## config.mk

```make
export PLATFORM = sky130hd
export DESIGN_NAME = jtp_port
export DESIGN_NICKNAME = d
export VERILOG_FILES = /design/src/rtl/jtp_pkg.sv /design/src/rtl/jtp_fifo.sv /design/src/rtl/jtp_port.sv
export SDC_FILE = /design/constraint.sdc
export NUM_CORES = 1
export LEC_CHECK = 0
export BUFFER_PORTS_ARGS = -buffer_cell sky130_fd_sc_hd__buf_2
export CORE_ASPECT_RATIO = 0.6
export CORE_MARGIN = 2
export CORE_UTILIZATION = 60
export DETAILED_ROUTE_END_ITERATION = 7
export GPL_TIMING_DRIVEN = 0
export PLACE_DENSITY = 0.78
export SLEW_MARGIN = 20
export SYNTH_ARGS = -nofsm -noshare
export SYNTH_HDL_FRONTEND = slang
export SYNTH_HIERARCHICAL = 1
export SYNTH_SLANG_ARGS = --single-unit
```

## constraint.sdc

```tcl
create_clock -name sys_clk_i -period 2.05 [get_ports sys_clk_i]
set_input_delay 0.3075 -clock sys_clk_i [delete_from_list [all_inputs] [get_ports sys_clk_i]]
set_output_delay 0.3075 -clock sys_clk_i [all_outputs]
set_load 0.05 [all_outputs]
```

## src/rtl/jtp_pkg.sv

```systemverilog
// jtp_pkg: constants, states and state record of the test port
// assumes a 20 MHz system clock that oversamples the test clock pin

package jtp_pkg;

    // =====================================================================
    // widths and codes
    localparam int          IR_W          = 4;         // instruction length
    localparam int          DR_W          = 8;         // data word length
    localparam int          FIFO_DEPTH    = 8;         // words held for user
    localparam logic [3:0]  IR_CAPTURE    = 4'h1;      // fixed capture pattern
    localparam logic [3:0]  INS_BYPASS    = 4'hf;      // one-bit bypass path
    localparam logic [3:0]  INS_DATA      = 4'h1;      // word to fifo path
    localparam logic [2:0]  TLR_TMS_COUNT = 3'h5;      // tms-high edges to reset

    // =====================================================================
    // controller states
    typedef enum logic [3:0] {
        TLR, RTI, SEL_DR, CAP_DR, SH_DR, EX1_DR, PA_DR, EX2_DR, UPD_DR,
        SEL_IR, CAP_IR, SH_IR, EX1_IR, PA_IR, EX2_IR, UPD_IR
    } jtp_state_t;

    // =====================================================================
    // state of the port logic, except trst_sync, tms_hi_cnt and the fifo
    typedef struct packed {
        jtp_state_t        state;    // controller state
        logic [IR_W-1:0]   ir;       // active instruction
        logic [IR_W-1:0]   ir_sh;    // instruction shifter
        logic [DR_W-1:0]   dr_sh;    // data shifter
        logic              byp;      // bypass bit
        logic              tdo;      // serial output bit
        logic              tdo_oe;   // serial output enable
        logic              push;     // word push pulse
        logic              tck_m;    // test clock sync, first stage
        logic              tck_s;    // test clock sync, second stage
        logic              tck_d;    // test clock delayed for edges
        logic              tms_m;    // mode select sync, first stage
        logic              tms_s;    // mode select sync, second stage
        logic              tdi_m;    // data in sync, first stage
        logic              tdi_s;    // data in sync, second stage
    } jtp_tap_t;

    localparam jtp_tap_t TAP_RESET = '{
        state: TLR, ir: INS_BYPASS, ir_sh: 4'h0, dr_sh: 8'h00, byp: 1'b0,
        tdo: 1'b0, tdo_oe: 1'b0, push: 1'b0, tck_m: 1'b0, tck_s: 1'b0,
        tck_d: 1'b0, tms_m: 1'b1, tms_s: 1'b1, tdi_m: 1'b1, tdi_s: 1'b1
    };

endpackage : jtp_pkg

```

## src/rtl/jtp_fifo.sv

```systemverilog
// jtp_fifo: word buffer with valid and ready on both sides
// assumes one clock; reset is asynchronous, active low
`timescale 1ns/1ps

module jtp_fifo #(
    parameter int W = 8,                       // word width
    parameter int D = 8                        // depth in words
) (
    input  wire logic         clk_i,           // clock
    input  wire logic         rstn_i,          // async reset, low
    input  wire logic         in_valid_i,      // word offered
    output logic              in_ready_o,      // room for a word
    input  wire logic [W-1:0] in_data_i,       // word in
    output logic              out_valid_o,     // word available
    input  wire logic         out_ready_i,     // drain accepts
    output logic [W-1:0]      out_data_o       // word out
);

    localparam int PW = $clog2(D);

    typedef struct packed {
        logic [PW:0] wr;                       // write pointer with wrap bit
        logic [PW:0] rd;                       // read pointer with wrap bit
    } jtp_fifo_t;

    jtp_fifo_t        s;
    jtp_fifo_t        next_s;
    logic [W-1:0]     mem [D];
    logic             do_wr;
    logic             do_rd;

    // =====================================================================
    // full and empty from pointers
    assign in_ready_o  = !((s.wr[PW] != s.rd[PW]) && (s.wr[PW-1:0] == s.rd[PW-1:0]));
    assign out_valid_o = (s.wr != s.rd);
    assign out_data_o  = mem[s.rd[PW-1:0]];
    assign do_wr       = in_valid_i && in_ready_o;
    assign do_rd       = out_valid_o && out_ready_i;

    // pointer advance
    always_comb begin
        next_s = s;
        if (do_wr) begin
            next_s.wr = s.wr + 1'b1;
        end
        if (do_rd) begin
            next_s.rd = s.rd + 1'b1;
        end
    end

    always_ff @(posedge clk_i or negedge rstn_i) begin
        if (!rstn_i) begin
            s <= '0;
        end else begin
            s <= next_s;
        end
    end

    // storage, no reset needed
    always_ff @(posedge clk_i) begin
        if (do_wr) begin
            mem[s.wr[PW-1:0]] <= in_data_i;
        end
    end

endmodule : jtp_fifo

```

## src/rtl/jtp_port.sv

```systemverilog
// jtp_port: boundary test port pins, controller, shifters, word fifo
// assumes the probe's test clock is far slower than sys_clk_i (8x or more)
`timescale 1ns/1ps

module jtp_port
    import jtp_pkg::*;
(
    input  wire logic            sys_clk_i,          // system clock, 20 MHz
    input  wire logic            rstn_i,             // chip reset, low
    input  wire logic            tck_i,              // test clock pin
    input  wire logic            tms_i,              // mode select pin
    input  wire logic            tdi_i,              // serial data in pin
    input  wire logic            trst_n_i,           // test reset pin, low
    input  wire logic            pad_pull_disable_i, // pull-disable bit
    output logic                 tdo_o,              // serial data out
    output logic                 tdo_oe_o,           // serial out enable
    output logic                 tck_pulldown_en_o,  // tck pull-down on
    output logic                 tms_pullup_en_o,    // tms pull-up on
    output logic                 tdi_pullup_en_o,    // tdi pull-up on
    output logic                 trst_pullup_en_o,   // trst pull-up on
    output logic [DR_W-1:0]      rx_data_o,          // received word
    output logic                 rx_valid_o,         // word available
    input  wire logic            rx_ready_i          // user takes word
);

    jtp_tap_t     s;
    jtp_tap_t     next_s;
    logic [1:0]   trst_sync;
    logic         test_rst_n;
    logic         rise;
    logic         fall;
    logic         fifo_in_ready;
    logic [2:0]   tms_hi_cnt;

    // =====================================================================
    // controller next state
    function automatic jtp_state_t jtp_next_state(input jtp_state_t st, input logic m);
        jtp_state_t n;
        n = st;
        case (st)
            TLR:     n = m ? TLR    : RTI;
            RTI:     n = m ? SEL_DR : RTI;
            SEL_DR:  n = m ? SEL_IR : CAP_DR;
            CAP_DR:  n = m ? EX1_DR : SH_DR;
            SH_DR:   n = m ? EX1_DR : SH_DR;
            EX1_DR:  n = m ? UPD_DR : PA_DR;
            PA_DR:   n = m ? EX2_DR : PA_DR;
            EX2_DR:  n = m ? UPD_DR : SH_DR;
            UPD_DR:  n = m ? SEL_DR : RTI;
            SEL_IR:  n = m ? TLR    : CAP_IR;
            CAP_IR:  n = m ? EX1_IR : SH_IR;
            SH_IR:   n = m ? EX1_IR : SH_IR;
            EX1_IR:  n = m ? UPD_IR : PA_IR;
            PA_IR:   n = m ? EX2_IR : PA_IR;
            EX2_IR:  n = m ? UPD_IR : SH_IR;
            UPD_IR:  n = m ? SEL_DR : RTI;
            default: n = TLR;
        endcase
        return n;
    endfunction : jtp_next_state

    // =====================================================================
    // test reset: async assert, release through two flops
    always_ff @(posedge sys_clk_i or negedge trst_n_i) begin
        if (!trst_n_i) begin
            trst_sync <= 2'h0;
        end else begin
            trst_sync <= {trst_sync[0], 1'b1};
        end
    end
    assign test_rst_n = trst_sync[1];

    // pad pull controls
    assign tck_pulldown_en_o = 1'b1;
    assign tms_pullup_en_o   = !pad_pull_disable_i;
    assign tdi_pullup_en_o   = !pad_pull_disable_i;
    assign trst_pullup_en_o  = !pad_pull_disable_i;

    // test clock edges from synchronised pin
    assign rise = s.tck_s && !s.tck_d;
    assign fall = !s.tck_s && s.tck_d;

    // =====================================================================
    // controller, shifters, serial output
    always_comb begin
        next_s       = s;
        next_s.push  = 1'b0;
        next_s.tck_m = tck_i;
        next_s.tck_s = s.tck_m;
        next_s.tck_d = s.tck_s;
        next_s.tms_m = tms_i;
        next_s.tms_s = s.tms_m;
        next_s.tdi_m = tdi_i;
        next_s.tdi_s = s.tdi_m;
        if (rise) begin
            next_s.state = jtp_next_state(s.state, s.tms_s);
            case (s.state)
                TLR: begin
                    next_s.ir = INS_BYPASS;
                end
                CAP_DR: begin
                    next_s.dr_sh = {{(DR_W-1){1'b0}}, fifo_in_ready};
                    next_s.byp   = 1'b0;
                end
                SH_DR: begin
                    next_s.dr_sh = {s.tdi_s, s.dr_sh[DR_W-1:1]};
                    next_s.byp   = s.tdi_s;
                end
                CAP_IR: begin
                    next_s.ir_sh = IR_CAPTURE;
                end
                SH_IR: begin
                    next_s.ir_sh = {s.tdi_s, s.ir_sh[IR_W-1:1]};
                end
                UPD_IR: begin
                    next_s.ir = s.ir_sh;
                end
                default: begin
                end
            endcase
            // word goes to fifo on entry to update
            if (next_s.state == UPD_DR && s.ir == INS_DATA) begin
                next_s.push = 1'b1;
            end
        end
        if (fall) begin
            next_s.tdo_oe = (s.state == SH_DR) || (s.state == SH_IR);
            if (s.state == SH_IR) begin
                next_s.tdo = s.ir_sh[0];
            end else if (s.state == SH_DR) begin
                next_s.tdo = (s.ir == INS_DATA) ? s.dr_sh[0] : s.byp;
            end
        end
    end

    // only the test reset clears this; chip reset does not
    always_ff @(posedge sys_clk_i or negedge test_rst_n) begin
        if (!test_rst_n) begin
            s <= TAP_RESET;
        end else begin
            s <= next_s;
        end
    end

    assign tdo_o    = s.tdo;
    assign tdo_oe_o = s.tdo_oe;

    // =====================================================================
    // received words, drained by the user side
    jtp_fifo #(
        .W (DR_W),
        .D (FIFO_DEPTH)
    ) jtp_fifo_i (
        .clk_i       (sys_clk_i),
        .rstn_i      (rstn_i),
        .in_valid_i  (s.push),
        .in_ready_o  (fifo_in_ready),
        .in_data_i   (s.dr_sh),
        .out_valid_o (rx_valid_o),
        .out_ready_i (rx_ready_i),
        .out_data_o  (rx_data_o)
    );

    // =====================================================================
    // helper: consecutive tms-high rising edges, saturating
    always_ff @(posedge sys_clk_i or negedge test_rst_n) begin
        if (!test_rst_n) begin
            tms_hi_cnt <= 3'h0;
        end else if (rise) begin
            if (!s.tms_s) begin
                tms_hi_cnt <= 3'h0;
            end else if (tms_hi_cnt != TLR_TMS_COUNT) begin
                tms_hi_cnt <= tms_hi_cnt + 3'h1;
            end
        end
    end

    // assertions
    AST_TCK_PULL: assert property (@(posedge sys_clk_i) tck_pulldown_en_o == 1'b1)
        else $error("tck pull-down switched off");

    AST_PULL_DIS: assert property (@(posedge sys_clk_i)
        (tms_pullup_en_o == !pad_pull_disable_i) && (tdi_pullup_en_o == tms_pullup_en_o)
        && (trst_pullup_en_o == tms_pullup_en_o))
        else $error("pull enables disagree with pull-disable bit");

    AST_STATE_ON_RISE: assert property (@(posedge sys_clk_i) disable iff (!test_rst_n)
        (s.state != $past(s.state)) |-> $past(rise))
        else $error("controller moved without a rising test clock edge");

    AST_TDO_ON_FALL: assert property (@(posedge sys_clk_i) disable iff (!test_rst_n)
        (tdo_o != $past(tdo_o)) || (tdo_oe_o != $past(tdo_oe_o)) |-> $past(fall))
        else $error("serial output changed without a falling edge");

    AST_OE_SHIFT: assert property (@(posedge sys_clk_i) disable iff (!test_rst_n)
        $rose(tdo_oe_o) |-> $past(s.state == SH_DR || s.state == SH_IR))
        else $error("serial output enabled outside a shift state");

    AST_OE_RESET: assert property (@(posedge sys_clk_i)
        !test_rst_n |-> !tdo_oe_o && s.state == TLR)
        else $error("serial output driven or controller active in test reset");

    AST_TLR_FIVE: assert property (@(posedge sys_clk_i) disable iff (!test_rst_n)
        tms_hi_cnt == TLR_TMS_COUNT |-> s.state == TLR)
        else $error("five tms-high edges did not reach logic reset");

    AST_SHIFT_TDI: assert property (@(posedge sys_clk_i) disable iff (!test_rst_n)
        rise && s.state == SH_DR |=>
        s.dr_sh[DR_W-1] == $past(s.tdi_s) && s.byp == $past(s.tdi_s))
        else $error("data input not shifted on rising edge");

    AST_TMS_STEP: assert property (@(posedge sys_clk_i) disable iff (!test_rst_n)
        rise && s.state == RTI && s.tms_s |=> s.state == SEL_DR)
        else $error("mode select high in idle did not select data path");

    AST_CHIP_RST: assert property (@(posedge sys_clk_i) disable iff (!test_rst_n)
        !rstn_i && !rise |=> s.state == $past(s.state) && s.ir == $past(s.ir))
        else $error("chip reset disturbed test port state");

endmodule : jtp_port

```

==> After elaboration in Yosys (flattened, before gate mapping) <==
Memories as Yosys holds them, arrays and structs flattened.
Index checks and enable logic that the tools add are counted.
{ "word_totals": {"register_bits": 41, "latch_bits": 0, "mem_bits_rw": 64, "mem_bits_ro": 0, "inputBits": 8, "out_inout_bits": 15, "word_cells": 88, "memories": 1} }
{ "memory_table": {"columns": ["name", "depth", "word_bits", "read_ports", "rd_ports_with_merged_regs", "write_ports", "line_no", "text"], "rows": [
  ["jtp_fifo_i.mem", 8, 8, 1, 0, 1, "jtp_fifo.sv:28", "logic [W-1:0] mem [D];"]
]} }
{ "classes": {"addsub": 2, "n_mul": 0, "div_mod_pow": 0, "n_lt_le_gt_ge": 0, "n_eq_ne": 20, "shifts": 0, "mux": 24, "bitwise": 0, "n_reduce_logical": 23} }
{ "ops": {"columns": ["operator", "count"], "rows": [
  ["$pmux W4 S12", 1],
  ["$eq A4 B4 Y1 const B", 9],
  ["$mux W4", 5],
  ["$pmux W9 S2", 1],
  ["$eq A4 B3 Y1 const B", 4],
  ["$pmux W4 S2", 2],
  ["$mux W1", 10],
  ["$add A4 B1 Y4 const B", 2],
  ["$eq A4 B1 Y1 const B", 2],
  ["$eq A4 B2 Y1 const B", 2],
  ["$reduce_and A2 Y1", 4],
  ["$reduce_bool A2 Y1", 4],
  ["$logic_and A1 B1 Y1", 6],
  ["$mux W2", 3],
  ["$mux W3", 2],
  ["$logic_not A1 Y1", 4],
  ["$logic_not A4 Y1", 1],
  ["$ne A4 B4 Y1", 1],
  ["$reduce_or A2 Y1", 2],
  ["$eq A3 B3 Y1", 1],
  ["$reduce_or A3 Y1", 1],
  ["$logic_or A1 B1 Y1", 1],
  ["$ne A1 B1 Y1", 1]
]} }

==> Depth between registers and ports, before layout <==
Gate-level depths: netlist of the first run.
{ "logic_depth": {"word_depth": 8, "mapped_depth": 6, "mapped_depth_nobuf": 5} }

==> Cells and area by module <==
The synthesis of the first run kept the hierarchy.
{ "modules_own_cells": {"columns": ["mod", "instances", "cells_per_inst", "area_per_inst_um2", "seq_area_each_um2"], "rows": [
  ["jtp_fifo", 1, 153, 3017.9, 2122.0],
  ["jtp_port", 1, 127, 1418.9, 810.8]
]} }

==> Worst setup path after synthesis of the first run <==
Ideal clock, no wire load.
{ "synth_timing": {"path_type": "register to register", "start": "reg jtp_fifo_i/s[3] (netlist bit)", "end": "mem jtp_fifo_i.mem[4][0] (enable)", "setup_ns": 0.395, "t_arrival_ns": 1.877, "required_ns": 1.655, "slack_ns": -0.222, "stages_incl_launch_ff": 4, "path_buffers": 0, "period_less_slack_ns": 2.272, "path_cell_list": "dfrtp_1 xnor2_1 nor4_1 nor4_1"} }
{ "synth_via": {"elab_chain_cells": 6} }
{ "synth_rtl": {"columns": ["element", "line_no", "text"], "rows": [
  ["start, declared", "jtp_fifo.sv:26", "jtp_fifo_t s;"],
  ["start signal, assigned", "jtp_fifo.sv:55", "s <= next_s;"],
  ["$ne A1 B1 Y1", "jtp_fifo.sv:34", "assign in_ready_o = !((s.wr[PW] != s.rd[PW]) && (s.wr[PW-1:0] == s.rd[PW-1:0]));"],
  ["$logic_and A1 B1 Y1", "jtp_fifo.sv:34", null],
  ["$logic_not A1 Y1", "jtp_fifo.sv:34", null],
  ["$logic_and A1 B1 Y1", "jtp_fifo.sv:37", "assign do_wr = in_valid_i && in_ready_o;"],
  ["$mux W1", "jtp_fifo.sv:61", "if (do_wr) begin"],
  ["$mux W1 (not written as such)", "jtp_fifo.sv:62", "mem[s.wr[PW-1:0]] <= in_data_i;"],
  ["end, declared", "jtp_fifo.sv:28", null]
]} }
No other way between the ends.

==> Worst setup path in the final report of the first run <==
{ "layout_timing": {"start": "reg jtp_fifo_i/s[0] (netlist bit)", "end": "out rx_data_o[4]"} }
{ "layout_via": {"elab_chain_cells": 1} }
{ "layout_rtl": {"columns": ["element", "line_no", "text"], "rows": [
  ["$mem_v2 Z8 W8", null, null],
  ["end, declared", "jtp_port.sv:21", "output logic [DR_W-1:0] rx_data_o,"]
]} }
No other way between the ends.

==> results of run 1 <==
worst min-delay path by stage:
| stage | depth (start not counted) | slack, ns | to |
|---|---|---|---|
| floorplan | 0 | 0.01 | jtp_fifo_i/s[0]$_DFFE_PN0P_ |
| global placement | 1 | 0.09 | trst_sync[0]$_DFF_PN0_ |
| detailed placement | 1 | 0.09 | trst_sync[0]$_DFF_PN0_ |
| CTS | 1 | 0.04 | next_s[2]$_DFF_PN1_ |
| global route | 1 | 0.03 | next_s[2]$_DFF_PN1_ |
| finish | 1 | 0.05 | next_s[2]$_DFF_PN1_ |
worst max-delay path, cell delays in order, from the launching register on:
cell and delay [ns]:
dfrtp_1 0.42, buf_6 0.20, buf_6 0.12, mux4_2 0.53, mux2_4 0.30, buf_6 0.15
state kept, by name, summed over array words and instances, names as in the netlist:
signal / flops
jtp_fifo_i/mem: 64
jtp_fifo_i/s: 8
next_s: 4
s: 24
tdo_o: 1
tdo_oe_o: 1
trst_sync: 2
area by class of cell:
| type | count | area, µm² | share of cell area [%] |
|---|---|---|---|
| Sequential cell | 104 | 2930 | 54.1 |
| Timing Repair Buffer | 36 | 363 | 6.69 |
| Clock buffer | 9 | 225 | 4.15 |
| Clock inverter | 7 | 61.3 | 1.13 |
| Inverter | 10 | 37.5 | 0.692 |
| Tap cell | 91 | 114 | 2.10 |
| Multi-Input combinational cell | 149 | 1550 | 28.7 |
| Buffer | 18 | 134 | 2.47 |
kinds of logic (layout without fill, tap and decap cells):
logic type                 Yosys count  count (layout)  share of synthesized area, %
xor gates and xnor gates            12              12                          2.37
buffers and inverters               28              80                          3.61
adders and majority gates            2               2                         0.564
and+or+nand+nor                     54              54                          6.82
muxes                               28              28                          11.6
other                                1               2                        0.0845
DFF                                104             104                          66.1
AOI/OAI and AO/OA                   51              51                          8.83
power breakdown:
group	total (µW)	leakage, µW	internal [µW]	switching [µW]
combinational	3000	0.000795	1370	1630
sequential	2830	0.00111	2530	302
clock	1630	0.000135	846	785
total	7460	0.00204	4740	2720
layer usage:
| metal | global-route usage (%) | part of all wire, % | vias up |
|---|---|---|---|
| met5 | 0 | 0 | - |
| met4 | 6.56 | 1.2 | 0 |
| met3 | 8.05 | 8.0 | 12 |
| met2 | 35.4 | 47 | 123 |
| met1 | 34.6 | 44 | 1355 |
| li1 | - | - | 1181 |
cell usage after synthesis (all sizes together) (4+ instances only):
cell type and number:
a21oi 4, a22o 7, buf 15, dfrtp 32, dfstp 8, edfxtp 64, inv 10, mux2 10
mux4 16, nand2 11, nand2b 5, nand3 5, nand4 5, nor2 9, nor3 6, o21ai 11
o22a 4, xnor2 8, xor2 4
through the flow:
step	instance area (µm²)	setup TNS (ns)	setup WS (ns)	hold slack [ns]
CTS	5280	-2.34	-0.304	0.0421
detailed placement	4680	-19.41	-0.611	0.0934
global placement	4670	-18.68	-0.533	0.0929
global route	5420	-3.25	-0.372	0.0344
floorplan	4450	0	0.00662	0.0119
finish	5420	-2.62	-0.331	0.0522
timing repair:
action,4_1_cts,5_1_grt
endpoints found under the hold margin,10,0
gates resized for setup,59,13
hold buffers,2,0
setup buffers,7,4
endpoints found under the setup margin,74,58
cloned,2,0
pin swaps,2,6
==> results by group, run 1 <==
Worst setup path
  • FF-to-FF setup slack: -0.02 ns
  • Reg2reg end: jtp_fifo_i/mem[6][1]$_DFFE_PP_
  • Cells on worst reg2reg path: 6
  • Worst Setup SP: jtp_fifo_i/s[0]$_DFFE_PN0P_
  • Critical Path Sink: rx_data_o[4]
  • CP Class: flip-flop to output pin
  • Worst Path Max Fanout: 6
  • Crit end category: output pin
  • Worst path arrival time: 2.07 ns
  • Type of origin of the critical path: flip-flop
  • Required @ worst endpoint: 1.74 ns
  • Worst r2r src: jtp_fifo_i/s[5]$_DFFE_PN0P_

Worst hold path
  • Hold Path Origin: tms_i
  • Worst Hold Class: input pin to flip-flop

Yosys
  • Synth Instances: 280
  • Post-synth EDFFs: 64
  • Yosys reg bits: 104
  • Mapped cell area: 0.00444 mm²
  • Yosys top cell by area: edfxtp_1
  • Synth area leaders: edfxtp_1 43%, dfrtp_1 18%, mux4_2 5.1%
  • Seq/Total Area, Yosys: 66.1%
  • Yosys top cell area share: 43.3%
  • Main flop type after synthesis: edfxtp_1
  • Count of cell types in the netlist: 61
  • Yosys warning total: 6
  • Avg Inst Size Synth: 15.8 µm²
  • Async S/R FF share, synth: 38.5%

Clock tree
  • TritonCTS clock tree: done
  • Total CTS buffers: 9
  • H-tree depth: 3
  • CTS root buffer: clkbuf_16
  • # clock sinks: 104
  • Clk slew on worst S/H paths: 0.07 ns
  • Clock Latency Late Sink: 0.35 ns
  • CTS max path bufs: 2

Global routing
  • Largest net degree at the start of global routing: 31
  • First-pass GRT wire length: 13900 µm
  • Vias in the first global route: 2636
  • Initial antenna violation count: 0
  • GRT overflow: 0
  • Overall Global Routing Usage: 23.9%

Finish
  • N_diodes: 0
  • Proportion of layout cells with a drive suffix above 1: 36.9%
  • Final core occ: 75.2%
  • # fillers: 432
  • Most frequent cells in the layout: 64 x edfxtp_1, 31 x dfrtp_1, 19 x buf_2
  • Layout area overhead: 22.2%
  • Most common cell after layout, fill and taps aside: edfxtp_1
  • Nets: 338
  • Fin cells: 424

Placement
  • Placed Cells incl. Taps: 393
  • Gpl congestion: 0.875
  • Port bufs: 21
  • Detailed Place HPWL: 5330 µm

STA
  • Final hold violations: 0
  • Maximum clock rate: 420 MHz
  • Final Max Slew Viols: 0
  • Setup ws final: -0.331 ns
  • Relative slew slack: 55.2%
  • Final min period: 2.38 ns
  • Setup Skew: 0.00773 ns
  • Worst Tran Pin Value: 0.669 ns
  • Period utilization: 116%
  • Final setup fails: 16
  • RSZ-0062 raised after global routing: yes

Detailed routing
  • Detail Route Antenna Nets: 0
  • # DRC: 0
  • First-pass detailed-route iteration total: 5
  • Final WL: 9090 µm
  • Vias post-DR: 2671
  • Routed vias/inst: 6.30
  • Initial drt markers: 234
  • Wire length per cell: 21.4 µm

Run status
  • Failing checks: setup timing
  • Outcome: complete, but fails checks

Die
  • IO Count: 23
  • Core Box Area: 0.00721 mm²
  • Die height: 70.6 µm
  • Core Rows: 24
  • Starting Density: 61.6%
  • Die width: 115 µm
  • Die area: 0.00812 mm²

Power
  • PwrDens: 1380 mW/mm²
  • LEAKAGE: 0.00204 µW
  • VDD IR max: 0.982 mV
  • Final Total Pwr: 7460 µW

Flow run
  • Max-cap violations: 0
Note: power is estimated with default switching activity, not from simulation.
==> run 2, diff against run 1 <==
--- a/config.mk
+++ b/config.mk
@@ -5,13 +5,15 @@
 export SDC_FILE = /design/constraint.sdc
 export NUM_CORES = 1
 export LEC_CHECK = 0
-export BUFFER_PORTS_ARGS = -buffer_cell sky130_fd_sc_hd__buf_2
+export BUFFER_PORTS_ARGS = -buffer_cell sky130_fd_sc_hd__clkbuf_2
+export CELL_PAD_IN_SITES_DETAIL_PLACEMENT = 0
+export CELL_PAD_IN_SITES_GLOBAL_PLACEMENT = 2
 export CORE_ASPECT_RATIO = 0.6
 export CORE_MARGIN = 2
-export CORE_UTILIZATION = 60
+export CORE_UTILIZATION = 45
 export DETAILED_ROUTE_END_ITERATION = 7
 export GPL_TIMING_DRIVEN = 0
-export PLACE_DENSITY = 0.78
+export PLACE_DENSITY_LB_ADDON = 0.1
 export SLEW_MARGIN = 20
 export SYNTH_ARGS = -nofsm -noshare
 export SYNTH_HDL_FRONTEND = slang
==> run 2 against run 1 <==
Compared with the run above:
- the flow still finishes with violations (setup timing)
- final area decreased by 0.35%
- maximum frequency increased by 1.7%
- non-clock buffer count decreased by 5
- cell count increased by 9.2%
- clock-buffer cell count unchanged
- worst setup slack improved by 0.041 ns
- utilization decreased by 20 points
- sequential power about the same
- register-to-register slack improved by 0.11 ns
- first-iteration DRC count decreased by 17%
- clock skew decreased by 0.0038 ns
- sequential cell count unchanged
- critical path type unchanged
- largest power group unchanged
==> results by group, run 2 (synthesis gave the netlist of run 1 again) <==
STA
  • Setup ws final: -0.291 ns (was -0.331 ns)
  • Final hold violations: 0 (unchanged)
  • Final Max Slew Viols: 0 (unchanged)
  • Relative slew slack: 56.5% (was 55.2%)
  • Period utilization: 114% (was 116%)
  • Maximum clock rate: 427 MHz (was 420 MHz)
  • Setup Skew: 0.00389 ns (was 0.00773 ns)
  • Setup TNS: -2.15 ns (was -2.62 ns)
  • Worst Tran Pin Value: 0.653 ns (was 0.669 ns)
  • Hold Slack: 0.0458 ns (was 0.0522 ns)
  • Final min period: 2.34 ns (was 2.38 ns)
  • Final setup fails: 8 (was 16)
  • RSZ-0062 raised after global routing: yes (unchanged)

Worst setup path
  • Worst r2r src: jtp_fifo_i/s[5]$_DFFE_PN0P_ (unchanged)
  • Crit end category: output pin (unchanged)
  • Reg2reg end: jtp_fifo_i/mem[0][3]$_DFFE_PP_ (was jtp_fifo_i/mem[6][1]$_DFFE_PP_)
  • CP Class: flip-flop to output pin (unchanged)
  • FF-to-FF setup slack: 0.09 ns (was -0.02 ns)
  • Critical Path Sink: rx_data_o[3] (was rx_data_o[4])
  • Cells on worst reg2reg path: 5 (was 6)
  • Required @ worst endpoint: 1.74 ns (about the same)
  • Worst Setup SP: jtp_fifo_i/s[0]$_DFFE_PN0P_ (unchanged)
  • Worst Path Max Fanout: 6 (unchanged)
  • Type of origin of the critical path: flip-flop (unchanged)
  • Worst path arrival time: 2.03 ns (was 2.07 ns)

Detailed routing
  • # DRC: 0 (unchanged)
  • Wire length per cell: 18.8 µm (was 21.4 µm)
  • First-pass detailed-route iteration total: 4 (was 5)
  • Initial drt markers: 194 (was 234)
  • Vias post-DR: 2515 (was 2671)
  • Final WL: 8720 µm (was 9090 µm)
  • Detail Route Antenna Nets: 0 (unchanged)
  • Routed vias/inst: 5.43 (was 6.30)

Clock tree
  • H-tree depth: 3 (unchanged)
  • Clk slew on worst S/H paths: 0.07 ns (about the same)
  • Total CTS buffers: 9 (unchanged)
  • Clock Latency Late Sink: 0.34 ns (was 0.35 ns)
  • TritonCTS clock tree: done (unchanged)
  • CTS max path bufs: 2 (unchanged)
  • CTS root buffer: clkbuf_16 (unchanged)
  • # clock sinks: 104 (unchanged)

Die
  • Die area: 0.0107 mm² (was 0.00812 mm²)
  • IO Count: 23 (unchanged)
  • Die height: 80.9 µm (was 70.6 µm)
  • Core Box Area: 0.00974 mm² (was 0.00721 mm²)
  • Die width: 132 µm (was 115 µm)
  • Core Rows: 28 (was 24)
  • Starting Density: 45.6% (was 61.6%)

Finish
  • Layout area overhead: 21.8% (was 22.2%)
  • Final core occ: 55.5% (was 75.2%)
  • Proportion of layout cells with a drive suffix above 1: 35.4% (was 36.9%)
  • Nets: 333 (was 338)
  • Most frequent cells in the layout: 64 x edfxtp_1, 30 x dfrtp_1, 16 x mux4_2 (was 64 x edfxtp_1, 31 x dfrtp_1, 19 x buf_2)
  • # fillers: 808 (was 432)
  • N_diodes: 0 (unchanged)
  • Max reg flops: 64 (unchanged)
  • Most common cell after layout, fill and taps aside: edfxtp_1 (unchanged)
  • FF/Latch Area: 0.00294 mm² (was 0.00293 mm²)
  • Multi-input combinational cell area: 0.00153 mm² (was 0.00155 mm²)

Power
  • VDD IR max: 0.619 mV (was 0.982 mV)
  • PwrDens: 1360 mW/mm² (was 1380 mW/mm²)
  • LEAKAGE: 0.00201 µW (was 0.00204 µW)

Global routing
  • GRT overflow: 0 (unchanged)
  • Initial antenna violation count: 0 (unchanged)
  • Overall Global Routing Usage: 17.1% (was 23.9%)
  • Vias in the first global route: 2316 (was 2636)
  • Largest net degree at the start of global routing: 31 (unchanged)
  • First-pass GRT wire length: 13500 µm (was 13900 µm)

Run status
  • Failing checks: setup timing (unchanged)
  • Outcome: complete, but fails checks (unchanged)

Worst hold path
  • Worst Hold Class: input pin to flip-flop (unchanged)

Placement
  • Port bufs: 21 (unchanged)
  • Gpl congestion: 0.754 (was 0.875)
  • Detailed Place HPWL: 5570 µm (was 5330 µm)
  • Post-Place Setup Slack: -0.550 ns (was -0.611 ns)

Flow run
  • Max-cap violations: 0 (unchanged)
-- run 2: cell count changes in the layout (fill, tap and decap cells not counted), moves of 2 or more --
cell        delta
clkinvlp_4     -2
buf_4          -5
clkinv_1       +4
clkbuf_2      +14
inv_6          -2
clkbuf_16      +2
buf_8          +3
buf_2         -12
buf_6          -5
-- run 2: worst min-delay path by stage --
stage / startpoint / end / slack (ns) / cells after the start
6_report: tms_i / next_s[2]$_DFF_PN1_ / 0.05 / 1
4_1_cts: tms_i / next_s[2]$_DFF_PN1_ / 0.03 / 1
5_1_grt: tms_i / next_s[2]$_DFF_PN1_ / 0.03 / 1
2_1_floorplan: rstn_i / jtp_fifo_i/s[0]$_DFFE_PN0P_ / 0.01 / 0
3_5_place_dp: trst_n_i / trst_sync[0]$_DFF_PN0_ / 0.09 / 1
3_3_place_gp: trst_n_i / trst_sync[0]$_DFF_PN0_ / 0.09 / 1
-- run 2: timing repair --
| action | CTS | global route |
|---|---|---|
| setup buffers | 3 | 3 |
| gates cloned | 0 | 2 |
| pin swaps | 2 | 4 |
| gates resized for setup | 47 | 22 |
| hold endpoints to repair | 10 | 0 |
| hold buffers | 2 | 0 |
| setup endpoints to repair | 74 | 63 |
-- run 2: layout make-up --
type	instances	area share [%]
sequential	104	54.3
multi-input combinational	149	28.2
timing repair buffer	31	6.16
clock buffer	9	4.17
tap	135	3.13
buffer	18	2.59
clock inverter	7	0.695
inverter	10	0.695
-- run 2: critical path, cell delays in order (launching register included) --
cell and delay, ns:
dfrtp_2 0.45, buf_12 0.16, buf_12 0.12, mux4_2 0.50
mux2_4 0.29, buf_8 0.15
-- run 2: report_power, final --
| group | switching [µW] | internal [µW] |
|---|---|---|
| sequential | 307 | 2530 |
| clock | 705 | 809 |
| combinational | 1610 | 1400 |
-- run 2: per-layer routing --
metal | share of wire [%] | global-route usage (%) | vias to the layer above
li1 | - | - | 1174
met5 | 0 | 0 | -
met4 | 0.73 | 4.52 | 0
met2 | 42 | 23.2 | 61
met3 | 4.6 | 4.81 | 5
met1 | 52 | 26.9 | 1275
-- run 2: per-stage QoR --
step | area, µm² | cells | total power, µW
detailed placement | 4740 | 437 | 5160
global route | 5400 | 463 | 7750
CTS | 5270 | 458 | 7100
floorplan | 4450 | 281 | 4580
global placement | 4720 | 437 | 5140
finish | 5400 | 463 | 7370
